File: config.mk
export PLATFORM = sky130hd
export DESIGN_NAME = itv_unit
export DESIGN_NICKNAME = d
export VERILOG_FILES = /design/src/itv_pkg.sv /design/src/itv_unit.sv
export SDC_FILE = /design/constraint.sdc
export NUM_CORES = 1
export LEC_CHECK = 0
export BUFFER_PORTS_ARGS = -buffer_cell sky130_fd_sc_hd__clkbuf_2
export CAP_MARGIN = 20
export CORE_MARGIN = 3
export CORE_UTILIZATION = 55
export DETAILED_ROUTE_END_ITERATION = 12
export HOLD_SLACK_MARGIN = 0.15
export PLACE_DENSITY = 0.82
export SLEW_MARGIN = 20
export SYNTH_ARGS = -nofsm -noshare
export SYNTH_HDL_FRONTEND = slang
export SYNTH_SLANG_ARGS = --single-unit
File: constraint.sdc
create_clock -name clk -period 171.8 [get_ports clk]
set_input_delay 34.36 -clock clk [delete_from_list [all_inputs] [get_ports clk]]
set_output_delay 34.36 -clock clk [all_outputs]
set_load 0.02 [all_outputs]
File: src/itv_pkg.sv
// package of constants and types for the interrupt and trap vector unit
package itv_pkg;
  // ------------------------------------------------------------
  // sizes
  // ------------------------------------------------------------
  localparam int ITV_NUM_SRC = 32;
  localparam int ITV_NUM_CAPT_CH = 16;
  localparam int ITV_PRIO_W = 4;
  localparam int ITV_TRAP_W = 7;
  localparam int ITV_VEC_W = 9;
  localparam int ITV_NUM_B = 5;
  localparam int ITV_SP_W = 16;

  // ------------------------------------------------------------
  // trap numbers
  // ------------------------------------------------------------
  localparam logic [6:0] ITV_TRAP_RESET = 7'h00;
  localparam logic [6:0] ITV_TRAP_NMI = 7'h02;
  localparam logic [6:0] ITV_TRAP_STKO = 7'h04;
  localparam logic [6:0] ITV_TRAP_STKU = 7'h06;
  localparam logic [6:0] ITV_TRAP_CLASSB = 7'h0a;
  localparam logic [6:0] ITV_TRAP_RSV_LO = 7'h0b;
  localparam logic [6:0] ITV_TRAP_RSV_HI = 7'h0f;
  localparam logic [6:0] ITV_TRAP_SRC0 = 7'h10;
  localparam logic [6:0] ITV_TRAP_SRC_LAST = 7'h2f;
  localparam logic [6:0] ITV_TRAP_SW_MAX = 7'h7f;
  localparam logic [1:0] ITV_VEC_SHIFT = 2'h2;

  // ------------------------------------------------------------
  // trap priority levels, and reset values
  // ------------------------------------------------------------
  localparam logic [1:0] ITV_TPRIO_NONE = 2'h0;
  localparam logic [1:0] ITV_TPRIO_B = 2'h1;
  localparam logic [1:0] ITV_TPRIO_A = 2'h2;
  localparam logic [15:0] ITV_CAUSE_RST = 16'h0000;

  // trap cause register bit positions
  localparam int ITV_BIT_BADOPC = 0;
  localparam int ITV_BIT_BADFETCH = 1;
  localparam int ITV_BIT_NOBUS = 2;
  localparam int ITV_BIT_MISALIGN = 3;
  localparam int ITV_BIT_GUARDED = 7;
  localparam int ITV_BIT_STKU = 13;
  localparam int ITV_BIT_STKO = 14;
  localparam int ITV_BIT_NMI = 15;

  // ------------------------------------------------------------
  // types
  // ------------------------------------------------------------
  typedef enum logic [1:0] {
    ITV_IDLE = 2'b00,
    ITV_INT_SVC = 2'b01,
    ITV_TRAP_SVC = 2'b11
  } itv_state_t;

  typedef struct packed {
    logic bad_opcode;
    logic guarded_instr_fault;
    logic misaligned_word;
    logic bad_fetch;
    logic no_bus_access;
  } itv_classb_t;

  typedef struct packed {
    logic valid;
    logic [6:0] trap_num;
    logic [8:0] vector;
    logic is_hw_trap;
  } itv_branch_t;
endpackage : itv_pkg

File: src/itv_unit.sv
// interrupt and trap vector unit: arbitration, vectoring and trap cause register
`timescale 1ns/1ps
// Summary of operation
// - each of 32 sources has a request and enable flag and its own vector, 40h..bch, trap numbers 10h..2fh.
// - hardware reset, software reset and watchdog overflow all vector to 0000h with trap number 00h.
// - nmi, stack overflow and stack underflow vector to 0008h, 0010h and 0018h (traps 02h, 04h, 06h).
// - all five class b causes share vector 0028h, trap 0ah, at trap priority 1.
// - each class b cause sets its own distinct flag bit in the trap cause register.
// - a software trap selects trap 00h..7fh, vector number times four, at the current cpu priority.
// - a hardware trap is taken at once, no mask blocks it, and branches like an interrupt.
// - a hardware trap sets its own bit in the trap cause register.
// - a hardware trap preempts any program or interrupt unless a trap service of the same or higher trap priority runs.
// - during a hardware trap service, interrupts and event transfers are not accepted.
// - each source has a four bit priority; a service is preempted only by a higher priority.
// - the stack pointer is compared to upper and lower limits on each stack access, raising class a traps.
module itv_unit (
  // clock and reset
  input wire logic clk,
  input wire logic reset,
  // reset sources
  input wire logic sw_reset,
  input wire logic watchdog_overflow,
  // peripheral interrupt sources
  input wire logic [itv_pkg::ITV_NUM_SRC-1:0] src_request,
  input wire logic [itv_pkg::ITV_NUM_SRC-1:0] src_enable,
  input wire logic [itv_pkg::ITV_NUM_SRC*itv_pkg::ITV_PRIO_W-1:0] src_priority,
  input wire logic global_int_enable,
  input wire logic [itv_pkg::ITV_PRIO_W-1:0] cpu_priority,
  // exception detectors
  input wire logic nmi_pin,
  input wire itv_pkg::itv_classb_t classb_fault,
  input wire logic stack_access,
  input wire logic [itv_pkg::ITV_SP_W-1:0] stack_pointer,
  input wire logic [itv_pkg::ITV_SP_W-1:0] stack_upper_limit,
  input wire logic [itv_pkg::ITV_SP_W-1:0] stack_lower_limit,
  // software trap
  input wire logic sw_trap,
  input wire logic [itv_pkg::ITV_TRAP_W-1:0] sw_trap_num,
  // core service handshake
  input wire logic service_return,
  input wire logic [itv_pkg::ITV_NUM_SRC-1:0] cause_clear,
  // branch request to core
  output itv_pkg::itv_branch_t branch,
  output logic [itv_pkg::ITV_PRIO_W-1:0] branch_priority,
  output logic int_ack_valid,
  output logic [4:0] int_ack_src,
  output logic trap_service_active,
  output logic event_xfer_block,
  // trap cause register
  output logic [15:0] trap_cause_register
);
  import itv_pkg::*;

  // ------------------------------------------------------------
  // nmi pin synchroniser
  // ------------------------------------------------------------
  logic nmi_s1_reg, nmi_s1_next;
  logic nmi_s2_reg, nmi_s2_next;
  logic nmi_s3_reg, nmi_s3_next;
  logic nmi_edge;

  // nmi is taken on its falling edge, seen after two flops
  always_comb begin
    nmi_s1_next = nmi_pin;
    nmi_s2_next = nmi_s1_reg;
    nmi_s3_next = nmi_s2_reg;
  end

  always_ff @(posedge clk) begin
    if (reset) begin
      nmi_s1_reg <= 1'b1;
      nmi_s2_reg <= 1'b1;
      nmi_s3_reg <= 1'b1;
    end else begin
      nmi_s1_reg <= nmi_s1_next;
      nmi_s2_reg <= nmi_s2_next;
      nmi_s3_reg <= nmi_s3_next;
    end
  end

  assign nmi_edge = nmi_s3_reg & ~nmi_s2_reg;

  // ------------------------------------------------------------
  // hardware trap detection
  // ------------------------------------------------------------
  logic stk_over, stk_under, any_b, any_a;
  logic [15:0] trap_set;

  // limits are checked on every stack access
  assign stk_over = stack_access && (stack_pointer < stack_upper_limit);
  assign stk_under = stack_access && (stack_pointer > stack_lower_limit);
  assign any_b = |classb_fault;
  assign any_a = nmi_edge | stk_over | stk_under;

  // one distinct bit per cause
  always_comb begin
    trap_set = 16'h0000;
    trap_set[ITV_BIT_NMI] = nmi_edge;
    trap_set[ITV_BIT_STKO] = stk_over;
    trap_set[ITV_BIT_STKU] = stk_under;
    trap_set[ITV_BIT_BADOPC] = classb_fault.bad_opcode;
    trap_set[ITV_BIT_GUARDED] = classb_fault.guarded_instr_fault;
    trap_set[ITV_BIT_MISALIGN] = classb_fault.misaligned_word;
    trap_set[ITV_BIT_BADFETCH] = classb_fault.bad_fetch;
    trap_set[ITV_BIT_NOBUS] = classb_fault.no_bus_access;
  end

  // ------------------------------------------------------------
  // interrupt arbitration: highest priority, lowest index on ties
  // ------------------------------------------------------------
  logic win_valid;
  logic [4:0] win_idx;
  logic [3:0] win_prio;

  always_comb begin
    win_valid = 1'b0;
    win_idx = 5'h00;
    win_prio = 4'h0;
    for (int i = 0; i < ITV_NUM_SRC; i++) begin
      // a service is preempted only by a strictly higher level
      if (src_request[i] && src_enable[i] && (src_priority[i*ITV_PRIO_W +: ITV_PRIO_W] > cpu_priority) &&
          (!win_valid || (src_priority[i*ITV_PRIO_W +: ITV_PRIO_W] > win_prio))) begin
        win_valid = 1'b1;
        win_idx = 5'(i);
        win_prio = src_priority[i*ITV_PRIO_W +: ITV_PRIO_W];
      end
    end
  end

  // ------------------------------------------------------------
  // service state and branch selection
  // ------------------------------------------------------------
  itv_state_t state_reg, state_next;
  logic [1:0] tprio_reg, tprio_next;
  itv_branch_t branch_reg, branch_next;
  logic [3:0] bprio_reg, bprio_next;
  logic ack_reg, ack_next;
  logic [4:0] ack_src_reg, ack_src_next;
  logic [15:0] cause_reg, cause_next;
  logic [1:0] new_tprio;
  logic [6:0] num;
  logic tsvc_reg, tsvc_next;

  assign new_tprio = any_a ? ITV_TPRIO_A : (any_b ? ITV_TPRIO_B : ITV_TPRIO_NONE);

  always_comb begin
    state_next = state_reg;
    tprio_next = tprio_reg;
    branch_next = '0;
    bprio_next = bprio_reg;
    ack_next = 1'b0;
    ack_src_next = ack_src_reg;
    num = ITV_TRAP_RESET;
    // set wins over clear on the same cycle
    cause_next = (cause_reg & ~cause_clear[15:0]) | trap_set;
    if (service_return) begin
      state_next = ITV_IDLE;
      tprio_next = ITV_TPRIO_NONE;
    end
    if (sw_reset || watchdog_overflow) begin
      // reset vector, trap 00h
      num = ITV_TRAP_RESET;
      branch_next = '{1'b1, num, {num, ITV_VEC_SHIFT'(2'h0)}, 1'b0};
      state_next = ITV_IDLE;
      tprio_next = ITV_TPRIO_NONE;
    end else if (new_tprio > tprio_reg) begin
      // no mask or enable gates this path
      if (nmi_edge) num = ITV_TRAP_NMI;
      else if (stk_over) num = ITV_TRAP_STKO;
      else if (stk_under) num = ITV_TRAP_STKU;
      else num = ITV_TRAP_CLASSB;
      branch_next = '{1'b1, num, {num, 2'b00}, 1'b1};
      state_next = ITV_TRAP_SVC;
      tprio_next = new_tprio;
    end else if (sw_trap) begin
      // software trap keeps the cpu priority and is no trap service
      num = sw_trap_num & ITV_TRAP_SW_MAX;
      branch_next = '{1'b1, num, {num, 2'b00}, 1'b0};
      bprio_next = cpu_priority;
    end else if (win_valid && global_int_enable && state_reg != ITV_TRAP_SVC) begin
      num = 7'(ITV_TRAP_SRC0 + 7'(win_idx));
      branch_next = '{1'b1, num, {num, 2'b00}, 1'b0};
      bprio_next = win_prio;
      ack_next = 1'b1;
      ack_src_next = win_idx;
      state_next = ITV_INT_SVC;
    end
    // registered copy, so the status outputs come straight from a flop
    tsvc_next = (state_next == ITV_TRAP_SVC);
  end

  always_ff @(posedge clk) begin
    if (reset) begin
      state_reg <= ITV_IDLE;
      tprio_reg <= ITV_TPRIO_NONE;
      // hardware reset issues the reset vector, trap 00h
      branch_reg <= '{1'b1, ITV_TRAP_RESET, 9'h000, 1'b0};
      bprio_reg <= 4'h0;
      ack_reg <= 1'b0;
      ack_src_reg <= 5'h00;
      cause_reg <= ITV_CAUSE_RST;
      tsvc_reg <= 1'b0;
    end else begin
      state_reg <= state_next;
      tprio_reg <= tprio_next;
      branch_reg <= branch_next;
      bprio_reg <= bprio_next;
      ack_reg <= ack_next;
      ack_src_reg <= ack_src_next;
      cause_reg <= cause_next;
      tsvc_reg <= tsvc_next;
    end
  end

  // ------------------------------------------------------------
  // outputs, all straight from flops
  // ------------------------------------------------------------
  assign branch = branch_reg;
  assign branch_priority = bprio_reg;
  assign int_ack_valid = ack_reg;
  assign int_ack_src = ack_src_reg;
  assign trap_service_active = tsvc_reg;
  assign event_xfer_block = tsvc_reg;
  assign trap_cause_register = cause_reg;
endmodule : itv_unit

==> results.toml <==
[placed_design]
io_buffers = 324
gp_congestion = 0.972
hpwl_um = 32700

[job]
drv_cap = 0

[synth]
synth_top_area_cell = "ha_1"
synthTopCellsByCount = "ha_1 (263), inv_1 (166), a21oi_1 (124)"
synthFlopType = "dfxtp_1"
synth_cells = 1591
synth_area_um2 = 12000
synth_edf_count = 0
synth_most_common_cell = "ha_1"
synth_top_area_share_pct = 27.4
synth.area.top_cells = "ha_1 (27%), dfxtp_1 (7.2%), inv_1 (5.2%), a21oi_1 (5.2%), o21ai_0 (4.0%)"
ys_seq_elements = 43
synthArstFlopShare_pct = 0
postSynthAreaPerCell_um2 = 7.56
synth_cell_types = 105
synth_seq_area_share_pct = 7.16
yosysWarnings = 0

[layout]
largest_reg_flops = 16
n_antenna_cell = 0
n_fill_cell = 1920
layout-drive-gt1-share_pct = 21.9
post-route-util_pct = 66.2
area_growth_pct = 16.9
final_nets = 2464

[critical_path]
critPathRequiredTime_ns = 171.97
path_class = "input port to register"
critPathMaxFanout = 32
critPathCaptureType = "register"
cp_slowest_cell = "a31oi_1"
crit_top_cell = "ha_1"
max_stage_delay_ns = 0.75
path_buf_inv = 19
worstPathArrival_ns = 89.35
critPathLaunchType = "input port"
crit_family = "compound AO/OA/AOI/OAI gates"

[worst_hold_path]
hold_class = "register to register"

[drt]
postRouteAntennaNets = 0
first_iter_violations = 723
drc = 0
routed_wl_um = 38500
num_vias = 13527
via_per_inst = 6.21
wl_per_cell_um = 17.7
first_pass_iters = 5

[status]
status = "complete, no violations"

[floorplanning]
die_y_um = 154
pin_count = 343
design.core.area_um2 = 21200
placementRows = 53
dieArea_um2 = 23700
start_util_pct = 56.7
die_x_um = 154

[sta]
rsz0062_at_grt = "false"
min_period_over_period_pct = 51.9
min_period_ns = 89.18
setup_violations = 0
slew_viol_final = 0
fin_skew_ns = 0.00182
finalHoldViolCount = 0
setup_tns_ns = 0
slew_headroom_pct = 34.3
tightest_slew_ns = 0.982
fmax_mhz = 11.2

[pwr]
powerDensity_nw_per_um2 = 9.98
peakVddDrop_v = 0.00000548
leakagePower_nw = 7.15

[global_route]
grt_max_degree = 33
grt_pass1_wl_um = 61200
overflow = 0
grt_usage_pct = 30.3
antenna_found_initial = 2
grt_pass1_vias = 12912

[cts]
cts_buffer_depth = 2
postCtsSetupBuffers = 0
cts_buffers = 5
cts-hold-fix-buffers = 0
clock_latency_ns = 0.28
htree_num_levels = 2
ctsResizeCount = 0
root_buffer = "clkbuf_16"
cts_num_sinks = 43
clkSlewWorstSetupHoldPaths_ns = 0.06
cts_tree = "done"
## worst paths after layout
kind,to,startpoint,cells after the start,slack [ns]
worst min register to register,nmi_s2_reg$_SDFF_PP1_,nmi_s1_reg$_SDFF_PP1_,1,0.43
worst max-delay path,branch[13]$_SDFF_PP0_,cpu_priority[1],262,82.62
worst max register to register,branch_priority[3]$_SDFFE_PP0P_,nmi_s2_reg$_SDFF_PP1_,12,168.78
worst min-delay path,nmi_s2_reg$_SDFF_PP1_,nmi_s1_reg$_SDFF_PP1_,1,0.43
## per-layer routing
metal | GRT usage [%] | routed length (um) | up-vias
li1 | - | - | 6692
met1 | 38.2 | 16200 | 6209
met2 | 53.4 | 18200 | 517
met3 | 3.07 | 2510 | 105
met4 | 11.2 | 1560 | 4
met5 | 0 | 32 | -
## placed cells by master (no fill, tap or decap), types with 11 or more instances in the layout
cell type / instances
clkbuf_2: 324
ha_1: 263
inv_1: 166
a21oi_1: 124
o21ai_0: 97
nand2_1: 95
nor2_1: 77
o21a_1: 62
nor2b_1: 61
nand3_1: 53
nand4_1: 45
dfxtp_1: 43
a21o_1: 32
nor3_1: 32
nand2b_1: 32
o211ai_1: 22
mux2i_1: 20
a31oi_1: 18
mux2_2: 17
o2111ai_1: 17
or3_1: 16
and3_1: 16
nor3b_1: 12
and2_1: 11
o21ai_1: 11
## through the flow
stage	power [W]	worst slack, ns	instances	hold WS (ns)	instance area, um2
6_report	0.000140	82.62	2180	0.429	14000
5_1_grt	0.000155	78.32	2180	0.454	14000
4_1_cts	0.000138	83.45	2180	0.428	14000
3_5_place_dp	0.000128	83.36	2172	0.412	13900
3_3_place_gp	0.000124	84.50	2172	0.403	13900
2_1_floorplan	0.000101	89.75	1592	0.389	12000
## power breakdown
part           internal (W)  switching (W)  leakage [nW]
logic             0.0000520      0.0000676          6.72
clock network    0.00000618     0.00000364        0.0772
registers         0.0000104    0.000000290         0.350
## cell type report
cell class              count  area, um2  area share, %
well taps                 275        344           2.45
multi-input cells        1359      10400           74.1
repair buffers            329       1660           11.8
inverters                 166        623           4.43
flip-flops and latches     43        861           6.13
clock buffers               8        156           1.11
## cells by family after synthesis
| group | count (synthesis) | share of synthesized area (%) |
|---|---|---|
| mux | 46 | 4.41 |
| buf+inv | 190 | 6.32 |
| flops | 43 | 7.16 |
| fa+ha+maj | 264 | 27.5 |
| compound gates | 549 | 32.3 |
| simple gates | 498 | 22.3 |
| other cells | 1 | 0.0312 |
Power figures use the tool's default switching activity.
